[config.mk]
export PLATFORM = sky130hd
export DESIGN_NAME = ccpc_top
export DESIGN_NICKNAME = d
export VERILOG_FILES = /design/src/ccpc_pkg.sv /design/src/ccpc_capt_if.sv /design/src/ccpc_capt.sv /design/src/ccpc_top.sv
export SDC_FILE = /design/constraint.sdc
export NUM_CORES = 1
export LEC_CHECK = 0
export BUFFER_PORTS_ARGS = -buffer_cell sky130_fd_sc_hd__buf_2
export CORE_MARGIN = 4
export CORE_UTILIZATION = 45
export DETAILED_ROUTE_END_ITERATION = 8
export PLACE_DENSITY = 0.65
export SLEW_MARGIN = 20
export SYNTH_ARGS = -nofsm -noshare
export SYNTH_HDL_FRONTEND = slang
export SYNTH_SLANG_ARGS = --single-unit
[constraint.sdc]
create_clock -name clock_in -period 2.93 [get_ports clock_in]
set_clock_uncertainty 0.05 [all_clocks]
set_input_delay 0.1465 -clock clock_in [delete_from_list [all_inputs] [get_ports clock_in]]
set_output_delay 0.1465 -clock clock_in [all_outputs]
set_load 0.02 [all_outputs]
[src/ccpc_pkg.sv]
package ccpc_pkg;
    // register bus
    localparam int CCPC_AW = 4;
    localparam int CCPC_DW = 8;
    localparam logic [3:0] CCPC_OFF_CTRL = 4'h0;
    localparam logic [3:0] CCPC_OFF_DLOW = 4'h1;
    localparam logic [3:0] CCPC_OFF_DHIGH = 4'h2;
    localparam int CCPC_UNIT_STRIDE = 3;
    localparam logic [3:0] CCPC_OFF_PORT_G_DIR = 4'h6;
    localparam logic [3:0] CCPC_OFF_TMR_SEL = 4'h7;
    localparam logic [3:0] CCPC_OFF_STATUS = 4'h8;
    // unit control fields
    localparam logic [7:0] CCPC_CTRL_RST = 8'h00;
    localparam logic [7:0] CCPC_CTRL_WMASK = 8'h3F;
    localparam int CCPC_DUTY_LSB = 4;
    localparam int CCPC_DUTY_MSB = 5;
    // mode field codes
    localparam logic [3:0] CCPC_MODE_OFF = 4'h0;
    localparam logic [3:0] CCPC_MODE_TOGGLE = 4'h2;
    localparam logic [3:0] CCPC_MODE_SET_HI = 4'h8;
    localparam logic [3:0] CCPC_MODE_SET_LO = 4'h9;
    localparam logic [3:0] CCPC_MODE_SOFT = 4'hA;
    localparam logic [3:0] CCPC_MODE_TRIG = 4'hB;
    localparam logic [1:0] CCPC_CLASS_CAPT = 2'h1;
    localparam logic [1:0] CCPC_CLASS_CMP = 2'h2;
    localparam logic [1:0] CCPC_CLASS_PWM = 2'h3;
    // capture edge selections
    localparam logic [1:0] CCPC_EDGE_FALL = 2'h0;
    localparam logic [1:0] CCPC_EDGE_RISE = 2'h1;
    localparam logic [1:0] CCPC_EDGE_4TH = 2'h2;
    localparam logic [1:0] CCPC_EDGE_16TH = 2'h3;
    localparam logic [3:0] CCPC_PRESC_4_LAST = 4'h3;
    localparam logic [3:0] CCPC_PRESC_16_LAST = 4'hF;
    localparam logic [3:0] CCPC_PRESC_RST = 4'h0;
    // port g direction image and status layout
    localparam int CCPC_OD_FIRST_BIT = 5;
    localparam int CCPC_OD_SECOND_BIT = 6;
    localparam int CCPC_STAT_PIN_LSB = 0;
    localparam int CCPC_STAT_FRESH_LSB = 2;
    localparam int CCPC_STAT_OVR_LSB = 4;
    localparam logic [1:0] CCPC_TMR_SEL_RST = 2'h0;
endpackage

[src/ccpc_capt_if.sv]
`timescale 1ns/1ps
interface ccpc_capt_if;
    logic pin_level;
    logic capt_en;
    logic [1:0] edge_sel;
    logic capt_evt;
    modport unit (
        input pin_level,
        input capt_en,
        input edge_sel,
        output capt_evt
    );
    modport owner (
        output pin_level,
        output capt_en,
        output edge_sel,
        input capt_evt
    );
endinterface

[src/ccpc_capt.sv]
`timescale 1ns/1ps
module ccpc_capt (
    // clock and reset
    input wire logic clock_in,
    input wire logic rst_in,
    // capture control and event
    ccpc_capt_if.unit cap
);
    logic pin_prev_q;
    logic [3:0] presc_q;
    logic evt_q;
    logic [3:0] presc_last;
    wire rise = cap.pin_level & ~pin_prev_q;
    wire fall = ~cap.pin_level & pin_prev_q;
    wire scaled = cap.edge_sel[1];
    wire presc_done = (presc_q & presc_last) == presc_last;

    assign presc_last = (cap.edge_sel == ccpc_pkg::CCPC_EDGE_4TH) ?
        ccpc_pkg::CCPC_PRESC_4_LAST : ccpc_pkg::CCPC_PRESC_16_LAST;
    assign cap.capt_evt = evt_q;

    always_ff @(posedge clock_in) begin
        if (rst_in) begin
            pin_prev_q <= 1'b0;
        end else begin
            pin_prev_q <= cap.pin_level;
        end
    end

    // kept across prescale changes, so first capture may come early
    always_ff @(posedge clock_in) begin
        if (rst_in || !cap.capt_en) begin
            presc_q <= ccpc_pkg::CCPC_PRESC_RST; // [RULE_22]
        end else if (scaled && rise) begin
            presc_q <= presc_done ? ccpc_pkg::CCPC_PRESC_RST : presc_q + 4'h1;
        end
    end

    always_ff @(posedge clock_in) begin
        if (rst_in || !cap.capt_en) begin
            evt_q <= 1'b0;
        end else begin
            case (cap.edge_sel) // [RULE_06]
                ccpc_pkg::CCPC_EDGE_FALL: evt_q <= fall;
                ccpc_pkg::CCPC_EDGE_RISE: evt_q <= rise;
                default: evt_q <= rise && presc_done;
            endcase
        end
    end
endmodule // ccpc_capt

[src/ccpc_top.sv]
// How it works
// [RULE_01] per unit: control, data low, data high, all read/write
// [RULE_02] control bits 7:6 read zero; others reset to zero
// [RULE_03] control 5:4 are duty low bits; data low the top bits
// [RULE_04] mode 0000 disables and resets the unit
// [RULE_05] mode 0010 toggles pin on match, flags
// [RULE_06] modes 0100-0111 capture on fall, rise, 4th rise, 16th rise
// [RULE_07] mode 1000 starts pin low, match forces high, flags
// [RULE_08] mode 1001 starts pin high, match forces low, flags
// [RULE_09] mode 1010 only flags on match; pin left to port latch
// [RULE_10] mode 1011 flags, clears assigned timer, starts conversion
// [RULE_11] first unit in mode 1011 never starts a conversion
// [RULE_12] modes 11xx are pulse width on the period timer
// [RULE_13] capture and compare use first or third timer only
// [RULE_14] timer select bits pick each unit's timer; units may share
// [RULE_15] one select value gives first timer to unit 0, third to unit 1
// [RULE_16] driven pins may be open drain, driving only low
// [RULE_17] port g direction bits 6 and 5 enable open drain per unit
// [RULE_18] pin select high: second unit on port c bit 1, else e bit 7
// [RULE_19] software sets direction of the second unit's pin; here the unit drives each pin's enable from its mode and the pin select
// [RULE_20] capture loads timer into data, flags; newer overwrites
// [RULE_21] compare data with assigned timer every cycle
// [RULE_22] capture prescaler cleared when off or not capturing only
// [RULE_23] reserved modes 0001 and 0011 leave the unit inert
`timescale 1ns/1ps
module ccpc_top #(
    parameter int DATA_W = 16,
    parameter int DUTY_W = 10
) (
    // clock and reset
    input wire logic clock_in,
    input wire logic rst_in,
    // register port
    input wire logic [ccpc_pkg::CCPC_AW-1:0] reg_addr_in,
    input wire logic [ccpc_pkg::CCPC_DW-1:0] reg_wdata_in,
    input wire logic reg_wr_in,
    input wire logic reg_rd_in,
    output logic [ccpc_pkg::CCPC_DW-1:0] reg_rdata_out,
    // shared timers
    input wire logic [DATA_W-1:0] first_timer_count_in,
    input wire logic [DATA_W-1:0] third_timer_count_in,
    input wire logic [DUTY_W-1:0] period_count_in,
    input wire logic period_match_in,
    // configuration
    input wire logic second_pin_select_in,
    // first unit pin
    input wire logic first_unit_pin_in,
    output logic first_unit_pin_out,
    output logic first_unit_pin_oe_n_out,
    // second unit pins
    input wire logic port_c_bit1_in,
    output logic port_c_bit1_out,
    output logic port_c_bit1_oe_n_out,
    input wire logic port_e_bit7_in,
    output logic port_e_bit7_out,
    output logic port_e_bit7_oe_n_out,
    // events to the rest of the chip
    output logic [1:0] unit_irq_flag_out,
    output logic first_timer_clear_out,
    output logic third_timer_clear_out,
    output logic adc_start_out
);
    localparam int NUNITS = 2;

    // shared registers
    logic [1:0] od_q;
    logic [1:0] tmr_sel_q;
    logic [ccpc_pkg::CCPC_DW-1:0] rdata_q;
    logic [1:0] irq_q;
    logic first_clr_q;
    logic third_clr_q;
    logic adc_q;
    logic u0_out_q;
    logic u0_oe_n_q;
    logic c1_out_q;
    logic c1_oe_n_q;
    logic e7_out_q;
    logic e7_oe_n_q;

    // per-unit results
    logic [NUNITS-1:0] use_third;
    logic [NUNITS-1:0] pin_lvl;
    logic [NUNITS-1:0] drives;
    logic [NUNITS-1:0] irq_set;
    logic [NUNITS-1:0] trig;
    logic [NUNITS-1:0] cap_pin;
    logic [NUNITS-1:0] fresh;
    logic [NUNITS-1:0] ovr;
    logic [NUNITS-1:0] unit_hit;
    logic [ccpc_pkg::CCPC_DW-1:0] unit_rd [NUNITS];
    logic [ccpc_pkg::CCPC_DW-1:0] rd_mux;

    wire wr_od = reg_wr_in && reg_addr_in == ccpc_pkg::CCPC_OFF_PORT_G_DIR;
    wire wr_sel = reg_wr_in && reg_addr_in == ccpc_pkg::CCPC_OFF_TMR_SEL;
    wire wr_stat = reg_wr_in && reg_addr_in == ccpc_pkg::CCPC_OFF_STATUS;
    wire [1:0] ovr_clr =
        wr_stat ? reg_wdata_in[ccpc_pkg::CCPC_STAT_OVR_LSB +: 2] : 2'h0;

    // select 00: both first timer; 01: unit 0 first, unit 1 third;
    // 1x: both third timer
    assign use_third[0] = tmr_sel_q[1]; // [RULE_14]
    assign use_third[1] = tmr_sel_q[1] | tmr_sel_q[0]; // [RULE_15]

    // unused second pin is released
    assign cap_pin[0] = first_unit_pin_in;
    assign cap_pin[1] = second_pin_select_in ? port_c_bit1_in
        : port_e_bit7_in; // [RULE_18]

    genvar u;
    generate
        for (u = 0; u < NUNITS; u++) begin : g_unit
            localparam logic [3:0] BASE = 4'(u * ccpc_pkg::CCPC_UNIT_STRIDE);
            localparam logic [3:0] A_CTRL = BASE + ccpc_pkg::CCPC_OFF_CTRL;
            localparam logic [3:0] A_DLOW = BASE + ccpc_pkg::CCPC_OFF_DLOW;
            localparam logic [3:0] A_DHIGH = BASE + ccpc_pkg::CCPC_OFF_DHIGH;

            logic [7:0] ctrl_q;
            logic [7:0] dlow_q;
            logic [7:0] dhigh_q;
            logic [1:0] duty_lsb_q;
            logic [3:0] mode_prev_q;
            logic match_prev_q;
            logic pin_q;
            logic fresh_q;
            logic ovr_q;

            ccpc_capt_if cap_if ();

            wire [3:0] mode = ctrl_q[3:0];
            wire [1:0] mclass = mode[3:2];
            wire is_pwm = mclass == ccpc_pkg::CCPC_CLASS_PWM; // [RULE_12]
            wire is_cap = mclass == ccpc_pkg::CCPC_CLASS_CAPT;
            // reserved 0001/0011 fall in no class and stay inert
            wire is_cmp = mclass == ccpc_pkg::CCPC_CLASS_CMP ||
                mode == ccpc_pkg::CCPC_MODE_TOGGLE; // [RULE_23]
            wire is_off = !(is_pwm || is_cap || is_cmp); // [RULE_04]
            wire entered = mode != mode_prev_q;
            // software interrupt and trigger modes leave the pin alone
            wire cmp_drives = is_cmp && mode != ccpc_pkg::CCPC_MODE_SOFT &&
                mode != ccpc_pkg::CCPC_MODE_TRIG; // [RULE_09]
            wire [DATA_W-1:0] tbase = use_third[u] ? third_timer_count_in
                : first_timer_count_in;
            wire [DATA_W-1:0] data = {dhigh_q, dlow_q};
            // act on the first matching cycle only, a stalled timer
            // would otherwise toggle the pin every clock
            wire match = is_cmp && data == tbase; // [RULE_13] [RULE_21]
            wire match_rise = match && !match_prev_q;
            wire cap_evt = cap_if.capt_evt;
            wire [DUTY_W-1:0] duty_next = {dlow_q, ctrl_q[5:4]}; // [RULE_03]
            wire [DUTY_W-1:0] duty_run = {dhigh_q, duty_lsb_q};
            wire wr_ctrl = reg_wr_in && reg_addr_in == A_CTRL;
            wire wr_dlow = reg_wr_in && reg_addr_in == A_DLOW;
            wire wr_dhigh = reg_wr_in && reg_addr_in == A_DHIGH;
            wire rd_dhigh = reg_rd_in && reg_addr_in == A_DHIGH;

            assign cap_if.pin_level = cap_pin[u];
            assign cap_if.capt_en = is_cap;
            assign cap_if.edge_sel = mode[1:0];

            ccpc_capt u_capt (
                .clock_in(clock_in),
                .rst_in(rst_in),
                .cap(cap_if.unit)
            );

            always_ff @(posedge clock_in) begin
                if (rst_in) begin
                    ctrl_q <= ccpc_pkg::CCPC_CTRL_RST; // [RULE_02]
                end else if (wr_ctrl) begin
                    ctrl_q <= reg_wdata_in & ccpc_pkg::CCPC_CTRL_WMASK;
                end
            end

            // capture beats a same-cycle write
            always_ff @(posedge clock_in) begin
                if (rst_in) begin
                    dlow_q <= 8'h00;
                    dhigh_q <= 8'h00;
                end else if (cap_evt) begin
                    {dhigh_q, dlow_q} <= tbase; // [RULE_20]
                end else begin
                    if (is_pwm && period_match_in) begin
                        dhigh_q <= dlow_q;
                    end
                    if (wr_dlow) begin
                        dlow_q <= reg_wdata_in; // [RULE_01]
                    end
                    if (wr_dhigh) begin
                        dhigh_q <= reg_wdata_in;
                    end
                end
            end

            // duty low bits act at period wrap
            always_ff @(posedge clock_in) begin
                if (rst_in || is_off) begin
                    duty_lsb_q <= 2'h0;
                end else if (is_pwm && period_match_in) begin
                    duty_lsb_q <= ctrl_q[ccpc_pkg::CCPC_DUTY_MSB:
                        ccpc_pkg::CCPC_DUTY_LSB];
                end
            end

            always_ff @(posedge clock_in) begin
                if (rst_in) begin
                    mode_prev_q <= ccpc_pkg::CCPC_MODE_OFF;
                    match_prev_q <= 1'b0;
                end else begin
                    mode_prev_q <= mode;
                    match_prev_q <= match;
                end
            end

            always_ff @(posedge clock_in) begin
                if (rst_in || is_off) begin
                    pin_q <= 1'b0; // [RULE_04]
                end else if (is_pwm) begin
                    if (period_match_in) begin
                        pin_q <= duty_next != '0;
                    end else if (period_count_in == duty_run) begin
                        pin_q <= 1'b0;
                    end
                end else if (entered && mode == ccpc_pkg::CCPC_MODE_SET_HI) begin
                    pin_q <= 1'b0; // [RULE_07]
                end else if (entered && mode == ccpc_pkg::CCPC_MODE_SET_LO) begin
                    pin_q <= 1'b1; // [RULE_08]
                end else if (match_rise) begin
                    case (mode)
                        ccpc_pkg::CCPC_MODE_TOGGLE: pin_q <= !pin_q; // [RULE_05]
                        ccpc_pkg::CCPC_MODE_SET_HI: pin_q <= 1'b1; // [RULE_07]
                        ccpc_pkg::CCPC_MODE_SET_LO: pin_q <= 1'b0; // [RULE_08]
                        default: pin_q <= pin_q;
                    endcase
                end
            end

            // unread capture; capture beats clear
            always_ff @(posedge clock_in) begin
                if (rst_in || is_off) begin
                    fresh_q <= 1'b0;
                    ovr_q <= 1'b0;
                end else begin
                    fresh_q <= cap_evt || (fresh_q && !rd_dhigh);
                    ovr_q <= (cap_evt && fresh_q) || (ovr_q && !ovr_clr[u]);
                end
            end

            assign irq_set[u] = match_rise || cap_evt; // [RULE_05] [RULE_20]
            assign trig[u] = match_rise && mode == ccpc_pkg::CCPC_MODE_TRIG;
            assign pin_lvl[u] = pin_q;
            assign drives[u] = cmp_drives || is_pwm;
            assign fresh[u] = fresh_q;
            assign ovr[u] = ovr_q;
            assign unit_hit[u] = reg_addr_in == A_CTRL ||
                reg_addr_in == A_DLOW || reg_addr_in == A_DHIGH;
            assign unit_rd[u] = reg_addr_in == A_CTRL ? ctrl_q :
                reg_addr_in == A_DLOW ? dlow_q :
                reg_addr_in == A_DHIGH ? dhigh_q : 8'h00;
        end
    endgenerate

    always_ff @(posedge clock_in) begin
        if (rst_in) begin
            od_q <= 2'h0;
            tmr_sel_q <= ccpc_pkg::CCPC_TMR_SEL_RST;
        end else begin
            if (wr_od) begin
                od_q <= {reg_wdata_in[ccpc_pkg::CCPC_OD_SECOND_BIT],
                         reg_wdata_in[ccpc_pkg::CCPC_OD_FIRST_BIT]}; // [RULE_17]
            end
            if (wr_sel) begin
                tmr_sel_q <= reg_wdata_in[1:0];
            end
        end
    end

    // read mux; unmapped addresses read zero
    always_comb begin
        rd_mux = 8'h00;
        if (unit_hit[0]) begin
            rd_mux = unit_rd[0];
        end else if (unit_hit[1]) begin
            rd_mux = unit_rd[1];
        end else if (reg_addr_in == ccpc_pkg::CCPC_OFF_PORT_G_DIR) begin
            rd_mux[ccpc_pkg::CCPC_OD_FIRST_BIT] = od_q[0];
            rd_mux[ccpc_pkg::CCPC_OD_SECOND_BIT] = od_q[1];
        end else if (reg_addr_in == ccpc_pkg::CCPC_OFF_TMR_SEL) begin
            rd_mux[1:0] = tmr_sel_q;
        end else if (reg_addr_in == ccpc_pkg::CCPC_OFF_STATUS) begin
            rd_mux[ccpc_pkg::CCPC_STAT_PIN_LSB +: 2] = pin_lvl;
            rd_mux[ccpc_pkg::CCPC_STAT_FRESH_LSB +: 2] = fresh;
            rd_mux[ccpc_pkg::CCPC_STAT_OVR_LSB +: 2] = ovr;
        end
    end

    // read data stands one cycle
    always_ff @(posedge clock_in) begin
        if (rst_in) begin
            rdata_q <= 8'h00;
        end else begin
            rdata_q <= reg_rd_in ? rd_mux : 8'h00;
        end
    end

    // one-cycle event pulses
    always_ff @(posedge clock_in) begin
        if (rst_in) begin
            irq_q <= 2'h0;
            first_clr_q <= 1'b0;
            third_clr_q <= 1'b0;
            adc_q <= 1'b0;
        end else begin
            irq_q <= irq_set;
            first_clr_q <= |(trig & ~use_third); // [RULE_10]
            third_clr_q <= |(trig & use_third); // [RULE_10]
            adc_q <= trig[1]; // [RULE_11]
        end
    end

    // open drain releases high
    always_ff @(posedge clock_in) begin
        if (rst_in) begin
            u0_out_q <= 1'b0;
            u0_oe_n_q <= 1'b1;
            c1_out_q <= 1'b0;
            c1_oe_n_q <= 1'b1;
            e7_out_q <= 1'b0;
            e7_oe_n_q <= 1'b1;
        end else begin
            u0_out_q <= pin_lvl[0] && !od_q[0];
            u0_oe_n_q <= !drives[0] || (od_q[0] && pin_lvl[0]); // [RULE_16]
            c1_out_q <= pin_lvl[1] && !od_q[1];
            c1_oe_n_q <= !(drives[1] && second_pin_select_in) ||
                (od_q[1] && pin_lvl[1]); // [RULE_16] [RULE_18]
            e7_out_q <= pin_lvl[1] && !od_q[1];
            e7_oe_n_q <= !(drives[1] && !second_pin_select_in) ||
                (od_q[1] && pin_lvl[1]); // [RULE_16] [RULE_18]
        end
    end

    // pin direction follows the unit mode, open drain and pin select
    assign reg_rdata_out = rdata_q;
    assign unit_irq_flag_out = irq_q;
    assign first_timer_clear_out = first_clr_q;
    assign third_timer_clear_out = third_clr_q;
    assign adc_start_out = adc_q;
    assign first_unit_pin_out = u0_out_q;
    assign first_unit_pin_oe_n_out = u0_oe_n_q;
    assign port_c_bit1_out = c1_out_q;
    assign port_c_bit1_oe_n_out = c1_oe_n_q;
    assign port_e_bit7_out = e7_out_q;
    assign port_e_bit7_oe_n_out = e7_oe_n_q;
endmodule // ccpc_top

==> impl_metrics.csv <==
group,metric,value,unit
cts,post_cts_resized,0,
pwr,cell_internal_pwr,0.002078,W
pwr,seqPwrFrac,48.1,%
global_routing,grt.overflow.total,0,
synth,ys_types,60,
critical_path,critPathKind,"flop to flop",
floorplanning,core,12720,um2
cts,cts_made_buffers,9,
pwr,vdd_drop_max,0.0002440,V
detailed_routing,drt_iter0_drc,498,
detailed_routing,drc,0,
synth,synth_warnings,0,
cts,clk_latency,0.36,ns
synth,synth_area_leaders,"dfxtp_1 33%, mux2i_1 8.5%, nor2_1 6.3%, mux2_2 6.1%, xnor2_1 4.3%",
placed_design,dp.cells,933,
critical_path,r2r-end,"g_unit[0].pin_q$_SDFFE_PP0P_",
synth,synth_edf_count,0,
synth,synth_area_per_cell,8.337,um2
timing,fin_setup_tns,0,ns
worst_hold_path,hold_start,"first_timer_count_in[3]",
cts,cts-root-buf,"clkbuf_16",
finish,n_antenna_cell,0,
synth,ys_ff_latch,98,
synth,synthFlopType,"dfxtp_1",
worst_hold_path,hold_path.class,"input port to flop",
placed_design,io_buffers,81,
synth,synthesis.nets,771,
synth,syn_inst,706,
floorplanning,die_area,14970,um2
pwr,powerDensity,418.0,nW/um2
finish,syn_to_final_growth,14.99,%
pwr,p_sw,0.0007503,W
synth,synth_largest_area_cell,"dfxtp_1",
floorplanning,fp.dieW,122.4,um
cts,cts_max_level,3,
timing,post-route-min-period,2.572,ns
synth,ys_seq_area_share,33.33,%
synth,yosysTopAreaCellShare,33.33,%
pwr,power.total,0.002829,W
cts,clock_path_buffers,2,
finish,final_area,6768,um2
synth,synth-compound-area-share,16.77,%
worst_hold_path,holdPathEnd,"g_unit[1].dlow_q[3]$_SDFFE_PP0P_",
synth,synth_simple_gate_area_share,21.73,%
cts,numClockSinks,98,
floorplanning,initial_utilization,46.26,%
finish,fill_cells,1288,
critical_path,rr_worst_depth,9,
timing,setup_viol,0,
synth,synthAdderAreaFrac,0.4252,%
placed_design,hpwlAfterDp,14.88,mm
finish,instances_no_fill,951,
cts,clk_transition_reported_paths,0.07,ns
worst_hold_path,holdPathStages,3,
synth,synthMuxAreaShare,15.45,%
detailed_routing,totalWireLength,19.76,mm
detailed_routing,via_per_inst,5.935,
critical_path,regToRegSetupSlack,0.36,ns
timing,max_slew_margin,55.49,%
detailed_routing,drt-wirelength-per-cell,20.77,um
finish,nets,839,
critical_path,path_max_fanout,25,
finish,drive_gt1_share,20.03,%
timing,hold_violations,0,
global_routing,grt_pass1_vias,5363,
critical_path,crit_path_end_kind,"flop",
timing,rsz0062_at_grt,"no",
pwr,p_comb_share,11.7,%
detailed_routing,drtAntennaViolNets,0,
pwr,power.share.clock,40.2,%
critical_path,cp.required,3.12,ns
timing,drv_slew,0,
global_routing,grt_pass1_wl,30.38,mm
global_routing,grt_max_degree,37,
synth,synth-async-reset-ratio,0,%
placed_design,gp_congestion,0.9994,
cts,cts_tree,"built",
finish,final_core_util,53.20,%
critical_path,crit_arrival,2.76,ns
timing,worst_slew_pin_slew,0.6652,ns
floorplanning,die_y,122.4,um
placed_design,post_dp_cell_area,6474,um2
critical_path,r2r_start,"tmr_sel_q[1]$_SDFFE_PP0P_",
cts,hold_buffers,2,
detailed_routing,dr.pass1.iters,6,
synth,synth-xor-area-share,7.738,%
global_routing,antenna_found_initial,0,
global_routing,grt_util_all_layers,26.67,%
synth,synth_top_family_by_area,"simple AND/OR/NAND/NOR gates",
job,cap_violations,0,
detailed_routing,num_vias,5644,
cts,post_cts_buffers,0,
pwr,p_sw_share,26.52,%
floorplanning,pin_count,82,
critical_path,start_kind,"flop",
synth,netlist_area,5886,um2
pwr,p_leak,2.565,nW
run_status,status,"finished clean",
timing,period_share,87.79,%
timing,max_clock_freq,0.3888,GHz
floorplanning,rows,41,
-- stage by stage --
step	setup slack (ns)	hold WS, ns
floorplan	0.5480	0.1584
global placement	0.4711	0.2880
detailed placement	0.4144	0.2901
CTS	0.3974	0.04144
global route	0.2021	0.05913
finish	0.3579	0.04612
-- cell families (layout without fill, tap and decap cells) --
| logic type | count (synthesis) | count (layout) |
|---|---|---|
| buf+inv | 62 | 135 |
| xor+xnor | 52 | 52 |
| mux | 85 | 85 |
| simple gates | 260 | 260 |
| compound gates | 147 | 147 |
| fa+ha+maj | 2 | 2 |
| flops | 98 | 98 |
-- metal layers --
layer | vias to the layer above | GRT usage (%) | share of wire (%)
li1 | 2655 | - | -
met1 | 2685 | 36.78 | 43
met2 | 256 | 42.08 | 45
met3 | 48 | 4.009 | 8.4
met4 | 0 | 10.29 | 3.3
met5 | - | 0 | 0
-- Yosys cell counts (11+ instances only) --
library cell,number
a211oi_1,25
a21oi_1,46
clkbuf_1,27
dfxtp_1,98
inv_1,16
mux2_2,32
mux2i_1,50
nand2_1,42
nand2b_1,20
nand3_1,20
nor2_1,98
nor2b_1,19
nor3_1,16
o21ai_0,14
o22ai_1,11
xnor2_1,29
xor2_1,23
-- how the worst max path moves through the flow --
stage                                               to                       from  slack [ns]
final                     g_unit[0].pin_q$_SDFFE_PP0P_  tmr_sel_q[1]$_SDFFE_PP0P_        0.36
after global routing      g_unit[1].pin_q$_SDFFE_PP0P_  tmr_sel_q[1]$_SDFFE_PP0P_        0.20
after CTS                 g_unit[1].pin_q$_SDFFE_PP0P_  tmr_sel_q[1]$_SDFFE_PP0P_        0.40
after detailed placement  g_unit[1].pin_q$_SDFFE_PP0P_  tmr_sel_q[1]$_SDFFE_PP0P_        0.41
after global placement    g_unit[1].pin_q$_SDFFE_PP0P_  tmr_sel_q[1]$_SDFFE_PP0P_        0.47
after floorplan           g_unit[1].pin_q$_SDFFE_PP0P_  tmr_sel_q[0]$_SDFFE_PP0P_        0.55
-- cell usage in the layout (no fill, tap or decap), types with 9 or more instances in the layout --
master     Yosys  routed
nor2_1        98      98
dfxtp_1       98      98
buf_2          4      81
mux2i_1       50      50
a21oi_1       46      46
nand2_1       42      42
mux2_2        32      32
xnor2_1       29      29
a211oi_1      25      25
xor2_1        23      23
nand2b_1      20      20
nand3_1       20      20
nor2b_1       19      19
buf_4          2      18
nor3_1        16      16
inv_1         16      16
o21ai_0       14      14
o22ai_1       11      11
nor4_1        10      10
clkbuf_16      0       9
-- layout make-up --
type                            count  area, um2  area share [%]
Multi-Input combinational cell    546       3656           54.02
Inverter                           16      60.06          0.8874
Timing Repair Buffer              103      600.6           8.874
Sequential cell                    98       1962           28.99
Clock buffer                       13      250.2           3.698
Tap cell                          172      215.2           3.180
Clock inverter                      3      23.77          0.3513
-- registers in the layout, summed over array words and instances, names as in the netlist, 4 cells and up --
signal                 flops
g_unit.ctrl_q             12
g_unit.dlow_q             16
g_unit.dhigh_q            16
g_unit.duty_lsb_q          4
g_unit.u_capt.presc_q      8
g_unit.mode_prev_q         8
reg_rdata_out              8
-- power by group through the flow --
stage	clock network [W]	logic [W]	registers, W
finish	0.00114	0.000332	0.00136
global placement	0	0.000324	0.00139
detailed placement	0	0.000325	0.00139
floorplan	0	0.000185	0.00138
CTS	0.00114	0.000329	0.00136
global route	0.00119	0.000355	0.00136
-- critical path, cell delays in order (launching register included) --
cell      delay [ns]
dfxtp_1         0.38
buf_12          0.21
mux2i_1         0.35
xnor2_1         0.11
nor4_1          0.41
nand4_1         0.17
nor3_1          0.17
buf_4           0.16
o211ai_1        0.10
mux2_1          0.31
Note: power is estimated with default switching activity, not from simulation.
